### config.mk
export PLATFORM = sky130hd
export DESIGN_NAME = sxs_exec
export DESIGN_NICKNAME = d
export VERILOG_FILES = /design/src/logic/sxs_pkg.sv /design/src/logic/sxs_alu_if.sv /design/src/logic/sxs_exec.sv /design/src/logic/sxs_alu.sv /design/src/logic/sxs_watchdog.sv
export SDC_FILE = /design/constraint.sdc
export NUM_CORES = 1
export LEC_CHECK = 0
export BUFFER_PORTS_ARGS = -buffer_cell sky130_fd_sc_hd__clkbuf_2
export CORE_UTILIZATION = 48
export DETAILED_ROUTE_END_ITERATION = 6
export MAX_ROUTING_LAYER = met4
export PLACE_DENSITY = 0.79
export RECOVER_POWER = 25
export SYNTH_ARGS = -nofsm -noshare
export SYNTH_HDL_FRONTEND = slang
export SYNTH_SLANG_ARGS = --single-unit
### constraint.sdc
create_clock -name clk -period 3.6 [get_ports clk]
set_clock_uncertainty 0.15 [all_clocks]
set_input_delay 0.54 -clock clk [delete_from_list [all_inputs] [get_ports clk]]
set_output_delay 0.54 -clock clk [all_outputs]
set_load 0.02 [all_outputs]
### src/logic/sxs_pkg.sv
/*
 Package for the subtract/xor/swap/sleep execution datapath.
 Holds operation codes, direction select codes and reset values.
 Assumes a single 40 MHz instruction clock.
*/
package sxs_pkg;
   // ==========================================================
   // Operation select
   typedef enum logic [3:0] {
      SXS_OP_NONE = 4'h0,
      SXS_OP_LIT_SUB = 4'h1,
      SXS_OP_FILE_SUB = 4'h2,
      SXS_OP_FILE_SUB_BORROW = 4'h3,
      SXS_OP_NIBBLE_SWAP = 4'h4,
      SXS_OP_LIT_XOR = 4'h5,
      SXS_OP_FILE_XOR = 4'h6,
      SXS_OP_DIRECTION_LOAD = 4'h7,
      SXS_OP_SLEEP = 4'h8
   } sxs_op_type;

   // ==========================================================
   // Direction load operands
   localparam logic [2:0] SXS_DIR_PORT_A = 3'h5;
   localparam logic [2:0] SXS_DIR_PORT_B = 3'h6;
   localparam logic [2:0] SXS_DIR_PORT_C = 3'h7;

   // ==========================================================
   // Destination select values
   localparam logic SXS_DEST_ACC = 1'b0;
   localparam logic SXS_DEST_FILE = 1'b1;

   // ==========================================================
   // Reset values
   localparam logic [7:0] SXS_ACC_RESET = 8'h00;
   localparam logic [7:0] SXS_DIR_RESET = 8'hff;
   localparam logic [7:0] SXS_WDT_CLEAR = 8'h00;
   localparam logic SXS_TIMEOUT_RESET = 1'b1;
   localparam logic SXS_POWERDOWN_RESET = 1'b1;
endpackage

### src/logic/sxs_alu_if.sv
/*
 Interface carrying operands and results between the execution
 datapath and its arithmetic unit. Assumes combinational use.
*/
`timescale 1ns/1ps
interface sxs_alu_if;
   import sxs_pkg::*;
   sxs_op_type op;
   logic [7:0] acc;
   logic [7:0] operand;
   logic carry_in;
   logic [7:0] result;
   logic carry;
   logic digit_carry;
   logic zero;
   modport core (output op, output acc, output operand, output carry_in,
      input result, input carry, input digit_carry, input zero);
   modport alu (input op, input acc, input operand, input carry_in,
      output result, output carry, output digit_carry, output zero);
endinterface

### src/logic/sxs_exec.sv
/*
 Execution datapath for subtract, exclusive OR, nibble swap,
 direction load and sleep. Holds the accumulator, status flags and
 port direction registers. Assumes the sequencer presents one
 instruction per cycle on exec_valid and that the data memory takes
 file_write with file_wdata in the same cycle.
*/
// How it works
// - Literal subtract puts the literal minus the accumulator into the accumulator and updates the flags.
// - Literal subtract sets carry when accumulator <= literal, and digit carry likewise on low nibbles.
// - File subtract computes file minus accumulator with carry and digit carry from the same compares.
// - With destination bit 0 the result goes to the accumulator, with 1 back to the file register.
// - Subtract with borrow also takes away the inverted carry flag.
// - Nibble swap exchanges the two nibbles and leaves every flag unchanged.
// - Literal XOR writes accumulator XOR literal to the accumulator and updates only zero.
// - File XOR routes accumulator XOR file by the destination bit and updates only zero.
// - Direction load copies the accumulator to port A, B or C direction for operand 5, 6 or 7.
// - Sleep clears the power-down flag and sets the time-out flag.
// - Sleep clears the watchdog counter and its prescaler.
// - After sleep the core halts until a wake input arrives.
`timescale 1ns/1ps
module sxs_exec
   import sxs_pkg::*;
(
   input wire logic clk,
   input wire logic rst_b,
   input wire logic exec_valid,
   input wire sxs_op_type exec_op,
   input wire logic [7:0] literal,
   input wire logic [2:0] direction_sel,
   input wire logic dest_sel,
   input wire logic [7:0] file_rdata,
   input wire logic wake,
   output logic exec_ready,
   output logic file_write,
   output logic [7:0] file_wdata,
   output logic [7:0] acc,
   output logic carry_flag,
   output logic digit_carry_flag,
   output logic zero_flag,
   output logic timeout_flag,
   output logic powerdown_flag,
   output logic [7:0] port_a_direction,
   output logic [7:0] port_b_direction,
   output logic [7:0] port_c_direction,
   output logic sleeping,
   output logic [7:0] watchdog_counter
);
   // ==========================================================
   // State
   typedef struct packed {
      logic [7:0] acc;
      logic carry;
      logic digit_carry;
      logic zero;
      logic timeout;
      logic powerdown;
      logic [7:0] dir_a;
      logic [7:0] dir_b;
      logic [7:0] dir_c;
      logic sleeping;
      logic file_write;
      logic [7:0] file_wdata;
   } sxs_state_type;

   sxs_state_type state;
   sxs_state_type next_state;
   sxs_alu_if alu_bus ();
   logic go;
   logic wdt_clear;

   // ==========================================================
   // Arithmetic unit and watchdog
   sxs_alu u_alu (.bus(alu_bus));

   sxs_watchdog #(.PRESCALE_WIDTH(8)) u_wdt (
      .clk(clk),
      .rst_b(rst_b),
      .clear(wdt_clear),
      .run(!state.sleeping),
      .count(watchdog_counter)
   );

   function automatic logic sxs_is_file_op(input sxs_op_type op);
      sxs_is_file_op = (op == SXS_OP_FILE_SUB) || (op == SXS_OP_FILE_SUB_BORROW) ||
         (op == SXS_OP_NIBBLE_SWAP) || (op == SXS_OP_FILE_XOR);
   endfunction

   assign go = exec_valid && !state.sleeping;
   assign exec_ready = !state.sleeping;
   assign wdt_clear = go && (exec_op == SXS_OP_SLEEP);

   always_comb
   begin
      alu_bus.op = exec_op;
      alu_bus.acc = state.acc;
      alu_bus.carry_in = state.carry;
      alu_bus.operand = (exec_op == SXS_OP_LIT_SUB || exec_op == SXS_OP_LIT_XOR) ?
         literal : file_rdata;
   end

   // ==========================================================
   // Next state
   always_comb
   begin
      next_state = state;
      next_state.file_write = 1'b0;
      if (state.sleeping && wake)
         next_state.sleeping = 1'b0;
      if (go)
      begin
         unique case (exec_op)
            SXS_OP_LIT_SUB:
            begin
               next_state.acc = alu_bus.result;
               next_state.carry = alu_bus.carry;
               next_state.digit_carry = alu_bus.digit_carry;
               next_state.zero = alu_bus.zero;
            end
            SXS_OP_FILE_SUB, SXS_OP_FILE_SUB_BORROW:
            begin
               next_state.carry = alu_bus.carry;
               next_state.digit_carry = alu_bus.digit_carry;
               next_state.zero = alu_bus.zero;
            end
            SXS_OP_LIT_XOR:
            begin
               next_state.acc = alu_bus.result;
               next_state.zero = alu_bus.zero;
            end
            SXS_OP_FILE_XOR:
               next_state.zero = alu_bus.zero;
            SXS_OP_DIRECTION_LOAD:
            begin
               if (direction_sel == SXS_DIR_PORT_A)
                  next_state.dir_a = state.acc;
               if (direction_sel == SXS_DIR_PORT_B)
                  next_state.dir_b = state.acc;
               if (direction_sel == SXS_DIR_PORT_C)
                  next_state.dir_c = state.acc;
            end
            SXS_OP_SLEEP:
            begin
               next_state.powerdown = 1'b0;
               next_state.timeout = 1'b1;
               next_state.sleeping = 1'b1;
            end
            default:
               next_state = next_state;
         endcase
         if (sxs_is_file_op(exec_op))
         begin
            if (dest_sel == SXS_DEST_FILE)
            begin
               next_state.file_write = 1'b1;
               next_state.file_wdata = alu_bus.result;
            end
            else
               next_state.acc = alu_bus.result;
         end
      end
   end

   always_ff @(posedge clk)
   begin
      if (!rst_b)
      begin
         state <= '0;
         state.acc <= SXS_ACC_RESET;
         state.timeout <= SXS_TIMEOUT_RESET;
         state.powerdown <= SXS_POWERDOWN_RESET;
         state.dir_a <= SXS_DIR_RESET;
         state.dir_b <= SXS_DIR_RESET;
         state.dir_c <= SXS_DIR_RESET;
      end
      else
         state <= next_state;
   end

   // ==========================================================
   // Outputs
   assign file_write = state.file_write;
   assign file_wdata = state.file_wdata;
   assign acc = state.acc;
   assign carry_flag = state.carry;
   assign digit_carry_flag = state.digit_carry;
   assign zero_flag = state.zero;
   assign timeout_flag = state.timeout;
   assign powerdown_flag = state.powerdown;
   assign port_a_direction = state.dir_a;
   assign port_b_direction = state.dir_b;
   assign port_c_direction = state.dir_c;
   assign sleeping = state.sleeping;
endmodule

### src/logic/sxs_alu.sv
/*
 Combinational arithmetic unit: subtract, subtract with borrow,
 exclusive OR and nibble swap. Assumes operands are stable.
*/
`timescale 1ns/1ps
module sxs_alu
   import sxs_pkg::*;
(
   sxs_alu_if.alu bus
);
   // ==========================================================
   // Subtract helper
   function automatic logic [8:0] sxs_sub(input logic [7:0] a, input logic [7:0] b,
      input logic cin);
      sxs_sub = {1'b0, a} + {1'b0, ~b} + {8'h00, cin};
   endfunction

   function automatic logic sxs_nib(input logic [3:0] a, input logic [3:0] b,
      input logic cin);
      logic [4:0] s;
      s = {1'b0, a} + {1'b0, ~b} + {4'h0, cin};
      sxs_nib = s[4];
   endfunction

   logic [8:0] diff;
   logic cin;

   always_comb
   begin
      cin = (bus.op == SXS_OP_FILE_SUB_BORROW) ? bus.carry_in : 1'b1;
      diff = sxs_sub(bus.operand, bus.acc, cin);
      bus.carry = diff[8];
      bus.digit_carry = sxs_nib(bus.operand[3:0], bus.acc[3:0], cin);
      unique case (bus.op)
         SXS_OP_LIT_XOR, SXS_OP_FILE_XOR:
            bus.result = bus.acc ^ bus.operand;
         SXS_OP_NIBBLE_SWAP:
            bus.result = {bus.operand[3:0], bus.operand[7:4]};
         default:
            bus.result = diff[7:0];
      endcase
      bus.zero = (bus.result == 8'h00);
   end
endmodule

### src/logic/sxs_watchdog.sv
/*
 Watchdog counter and prescaler. Cleared by the sleep strobe.
 Assumes one clock; counts only while not asleep.
*/
`timescale 1ns/1ps
module sxs_watchdog
   import sxs_pkg::*;
#(
   parameter int PRESCALE_WIDTH = 8
)
(
   input wire logic clk,
   input wire logic rst_b,
   input wire logic clear,
   input wire logic run,
   output logic [7:0] count
);
   typedef struct packed {
      logic [PRESCALE_WIDTH-1:0] prescaler;
      logic [7:0] counter;
   } sxs_wdt_type;

   sxs_wdt_type state;
   sxs_wdt_type next_state;

   always_comb
   begin
      next_state = state;
      if (clear)
      begin
         next_state.counter = SXS_WDT_CLEAR;
         next_state.prescaler = '0;
      end
      else if (run)
      begin
         next_state.prescaler = state.prescaler + 1'b1;
         if (&state.prescaler)
            next_state.counter = state.counter + 8'h01;
      end
   end

   always_ff @(posedge clk)
   begin
      if (!rst_b)
         state <= '0;
      else
         state <= next_state;
   end

   assign count = state.counter;
endmodule

==> After elaboration in Yosys (flattened, before gate mapping) <==
Cells that the tools add are included.
{ "classes": {"n_addsub": 6, "eq_ne": 11, "n_mux": 11, "bitwise_logic": 5, "reduce_logical": 23} }
{ "ops": {"columns": ["cell", "count"], "rows": [
  ["8-bit 2-to-1 mux", 4],
  ["9-bit 2-to-1 mux", 2],
  ["8-bit by 1-bit adder with 8-bit output, second input constant", 2],
  ["4-bit by 3-bit equality test with 1-bit output, second input constant", 4],
  ["8-bit case mux with 2 select lines", 1],
  ["3-bit AND reduction", 5],
  ["10-bit 2-to-1 mux", 1],
  ["8-bit by 8-bit adder with 9-bit output", 1],
  ["9-bit by 1-bit adder with 9-bit output", 1],
  ["3-bit equality test, second input constant", 3],
  ["9-bit AND reduction", 1],
  ["4-bit by 2-bit equality test with 1-bit output, second input constant", 2],
  ["8-bit zero test", 1],
  ["8-bit inverter", 1],
  ["8-bit bitwise XOR", 1],
  ["2-bit AND reduction", 3],
  ["2-bit OR reduction", 3],
  ["4-bit by 4-bit adder with 5-bit output", 1],
  ["5-bit by 1-bit adder with 5-bit output", 1],
  ["5-bit OR reduction", 1],
  ["4-bit by 1-bit equality test with 1-bit output, second input constant", 1],
  ["4-bit equality test, second input constant", 1],
  ["1-bit logical OR", 4],
  ["4-bit inverter", 1],
  ["5 further kinds", 10]
]} }
{ "totals": {"regBits": 62, "input_bits": 28, "output_inout_bits": 56, "elab_cells": 69} }

==> Logic depth before layout (Yosys ltp) <==
{ "logic_depth": {"ltp_word": 9, "ltp_mapped": 13, "ltp_nobuf": 12} }

==> Cells and area by module <==
A second synthesis with hierarchy kept.
{ "unflattened": {"hier_cells": 413, "hier_area_um2": 3593.4} }
{ "modules_own_cells": {"columns": ["mod", "n_inst", "cells_each", "area_each_um2", "seq_area_each_um2"], "rows": [
  ["sxs_exec", 1, 196, 1908.1, 920.9],
  ["sxs_watchdog", 1, 95, 855.8, 320.3],
  ["sxs_alu", 1, 122, 829.5, 0.0]
]} }

==> Worst setup path after synthesis <==
No wires, ideal clock.
{ "synth_timing": {"path_kind": "input port to flip-flop", "start": "in exec_op[1]", "end": "reg state (netlist bit zero_flag)", "t_arrival_ns": 3.640, "t_required_ns": 3.366, "path_slack_ns": -0.274, "stages": 13, "n_path_buf": 1, "path_cell_list": "buf_4 nor3b_2 mux2_2 inv_1 fa_1 inv_1 fa_1 a211oi_2 o21ai_0 and3_1 o32a_1 or3_1 o31ai_2"} }
{ "synth_between": {"elab_chain_cells": 7, "elab_cells_between_ends": 17} }
{ "synth_rtl": {"columns": ["item", "line_no", "source"], "rows": [
  ["start, declared", "sxs_exec.sv:28", "input wire sxs_op_type exec_op,"],
  ["4-bit by 1-bit equality test with 1-bit output / 4-bit by 3-bit equality test with 1-bit output (equally long branches)", "sxs_exec.sv:98, sxs_exec.sv:112, sxs_alu.sv:34", null],
  ["1-bit logical OR", "sxs_exec.sv:98", "alu_bus.operand = (exec_op == SXS_OP_LIT_SUB || exec_op == SXS_OP_LIT_XOR) ?"],
  ["8-bit 2-to-1 mux", "sxs_exec.sv:98", null],
  ["8-bit by 8-bit adder with 9-bit output", "sxs_alu.sv:15", "sxs_sub = {1'b0, a} + {1'b0, ~b} + {8'h00, cin};"],
  ["9-bit by 1-bit adder with 9-bit output", "sxs_alu.sv:15", null],
  ["8-bit case mux with 2 select lines", "sxs_alu.sv:34", "unique case (bus.op)"],
  ["8-bit zero test", "sxs_alu.sv:42", "bus.zero = (bus.result == 8'h00);"],
  ["end signal, assigned", "sxs_exec.sv:177", "state <= next_state;"],
  ["end, declared", "sxs_exec.sv:66", "sxs_state_type state;"]
]} }
Several ways; a longest one is shown, not always the timed one.
A chain may end at the register's enable or synchronous reset.

==> Final worst setup path <==
{ "layout_timing": {"start": "in exec_op[3]", "end": "reg state (netlist bit zero_flag)"} }
The elaborated chain is that of the path after synthesis.

==> out/metrics.csv <==
stage;metric;value;unit
run_status;status;completed;
cells_and_area;layout cell share with drive strength beyond 1;21.2;%
critical_path;Worst Path Class, Setup;in -> reg;
cells_and_area;Fill cells;614;
clocking;clock slew seen by the registers of the worst setup and hold paths;70;ps
clocking;Num CTS Buffers;9;
floorplan;die area;0.00724;mm2
clocking;PostCTS Resize Cnt;0;
cells_and_area;ant diodes;0;
sta;Tmin final;3290;ps
sta;slew margin rel.;40.3;%
yosys;YS warnings;0;
sta;worst-margin pin slew;895;ps
yosys;ranking of synthesized cells by area;dfxtp_1 (37%), mux2i_1 (9.1%), nand2_1 (5.7%);
critical_path;CP Capture Type;register;
cells_and_area;Nets;497;
yosys;Synth top area share;37.4;%
yosys;Post-Synthesis Cell Area;0.00332;mm2
pwr;Static Leak;0.00165;uW
global_route;grt ovf;0;
cells_and_area;Area growth syn-to-layout;18.5;%
critical_path;CP arrival;3390;ps
global_route;vias in the first global route;2755;
yosys;Avg Cell Area, Syn;8.79;um2
yosys;post-synthesis cell type count;55;
sta;final setup vio count;0;
floorplan;Die Y;85.1;um
clocking;CTS Sinks;62;
floorplan;chip width;85.1;um
drt;via count;2953;
drt;Vias per Instance;5.52;
placement;GP Congestion;1.03;
floorplan;Initial Util;51.0;%
clocking;Longest Clk Path Bufs;2;
yosys;Synth Flop Type;dfxtp_1;
floorplan;Core Region;0.00649;mm2
critical_path;Critical Path RT;3700;ps
yosys;Async S/R FF share, synth;0;%
sta;final hold violations;0;
global_route;global-route wire length before repair;13400;um
clocking;Hold Buf Count CTS;0;
drt;DRC viols;0;
drt;Antenna Violating Nets Remaining;0;
floorplan;boundary pin count;84;
yosys;area leader, netlist;dfxtp_1;
placement;HPWL Detailed;6380;um
critical_path;startpoint types;primary input;
cells_and_area;most frequent cells in the layout;dfxtp_1 (62), clkbuf_2 (54), nand2_1 (50);
yosys;Syn Nets;418;
min_path;Hold Crit Class;reg -> reg;
critical_path;CP Max Fanout;9;
cells_and_area;Util after Layout;60.5;%
cells_and_area;most common cell after layout, fill and taps aside;dfxtp_1;
pwr;Pwr Total;1610;uW
floorplan;Std-Cell Rows;29;
yosys;Post-synth EDFFs;0;
drt;Avg WL per Cell;15.5;um
global_route;initial antenna violation count;0;
drt;DRT Pass-1 Iters;6;
drt;Iteration-0 DRC Markers;181;
clocking;Clock Latency Late Sink;330;ps
clocking;CTS tree;yes;
global_route;Overall Global Routing Usage;24.3;%
yosys;Mapped Cells;377;
global_route;pin count of the biggest net entering global routing;32;
clocking;Clock Root Buffer;clkbuf_8;
pwr;PwrDens;410;mW/mm2
drt;WL final;8280;um
sta;f_max;304;MHz
pwr;maximum VDD drop;0.000275;V
sta;Slew Limit Fails;0;
yosys;Yosys reg bits;62;
sta;Final period util;91.3;%
clocking;Post-CTS Setup Inserts;0;
sta;RSZ-0062 raised after global routing;no;
placement;PortBufs;82;
job;Max Cap Viol;0;
clocking;H-tree depth;3;
yosys;sequential share of the synthesized area;37.4;%
[synthesized netlist by cell type (all sizes together), types with 2 or more instances]
library cell	n
mux2i	30
o32a	2
o211ai	10
nor2	43
mux2	7
xor2	8
a211oi	8
and4	2
inv	19
xnor2	7
a21o	4
nand2b	2
o31ai	3
o2111ai	2
buf	20
o221ai	4
nand4	2
clkbuf	8
or3	2
fa	2
nor3b	4
ha	11
dfxtp	62
nand2	50
o21ai	12
nand3	3
and3	4
a22oi	2
a31oi	2
a21oi	12
nor2b	5
nor4	3
nor3	4
nor4b	2
and2	4
[critical path, stage by stage]
cell       delay [ps]
clkbuf_2          110
nor3b_4           240
buf_4             200
mux2_2            370
ha_1              300
nor2b_1           160
o2111ai_1         220
a211oi_1          110
a311o_1           370
or4_1             530
o31ai_2           230
[kinds of logic after synthesis]
kind of cell / after synthesis / synth area share (%)
AND/OR/NAND/NOR: 133 / 19.7
flip-flops: 62 / 37.4
other: 1 / 0.113
multiplexers: 37 / 11.4
adder cells (fa/ha/maj): 13 / 5.36
AO/OA/AOI/OAI: 68 / 14.6
XOR/XNOR: 15 / 3.96
buffers and inverters: 48 / 7.40
[final cells by class]
cell class | instances | area, um2 | area share (%)
Clock buffer | 12 | 165 | 4.20
Clock inverter | 1 | 30.0 | 0.764
Inverter | 20 | 75.1 | 1.91
Multi-Input combinational cell | 267 | 1840 | 46.9
Sequential cell | 62 | 1240 | 31.6
Tap cell | 77 | 96.3 | 2.45
Timing Repair Buffer | 96 | 477 | 12.1
[per-layer routing]
layer / vias up / share of wire [%] / track usage (%)
li1: 1463 / - / -
met1: 1369 / 43 / 31.3
met2: 108 / 47 / 37.7
met3: 13 / 7.3 / 4.96
met4: 0 / 2.2 / 9.40
met5: - / 0 / -
[final timing paths]
check,startpoint,to,slack [ps],cells after the start
min,powerdown_flag,powerdown_flag,310,2
min reg2reg,powerdown_flag,powerdown_flag,310,2
max reg2reg,carry_flag,zero_flag,460,10
max,exec_op[3],zero_flag,310,11
[where the power goes]
part / total (uW) / internal, uW / leakage, uW / switching [uW]
Sequential: 715 / 701 / 0.000503 / 14.1
Combinational: 295 / 122 / 0.00104 / 173
Clock: 603 / 365 / 0.000100 / 238
Total: 1610 / 1190 / 0.00165 / 424
[through the flow]
stage	hold slack [ps]	std cells	cell area [um2]	setup WS [ps]	setup TNS, ps
6_report	305	535	3930	315	0
5_1_grt	327	535	3930	161	0
4_1_cts	308	535	3970	330	0
3_5_place_dp	298	522	3770	-18.0	-18.0
3_3_place_gp	295	522	3770	91.7	0
2_1_floorplan	317	377	3340	9.93	0
[sequential cells by signal, indices dropped and copies added, names as in the netlist, 8 cells and up]
signal	count
port_c_direction	8
u_wdt.count	8
port_a_direction	8
u_wdt.state	8
port_b_direction	8
file_wdata	8
acc	8
Power figures use the tool's default switching activity.
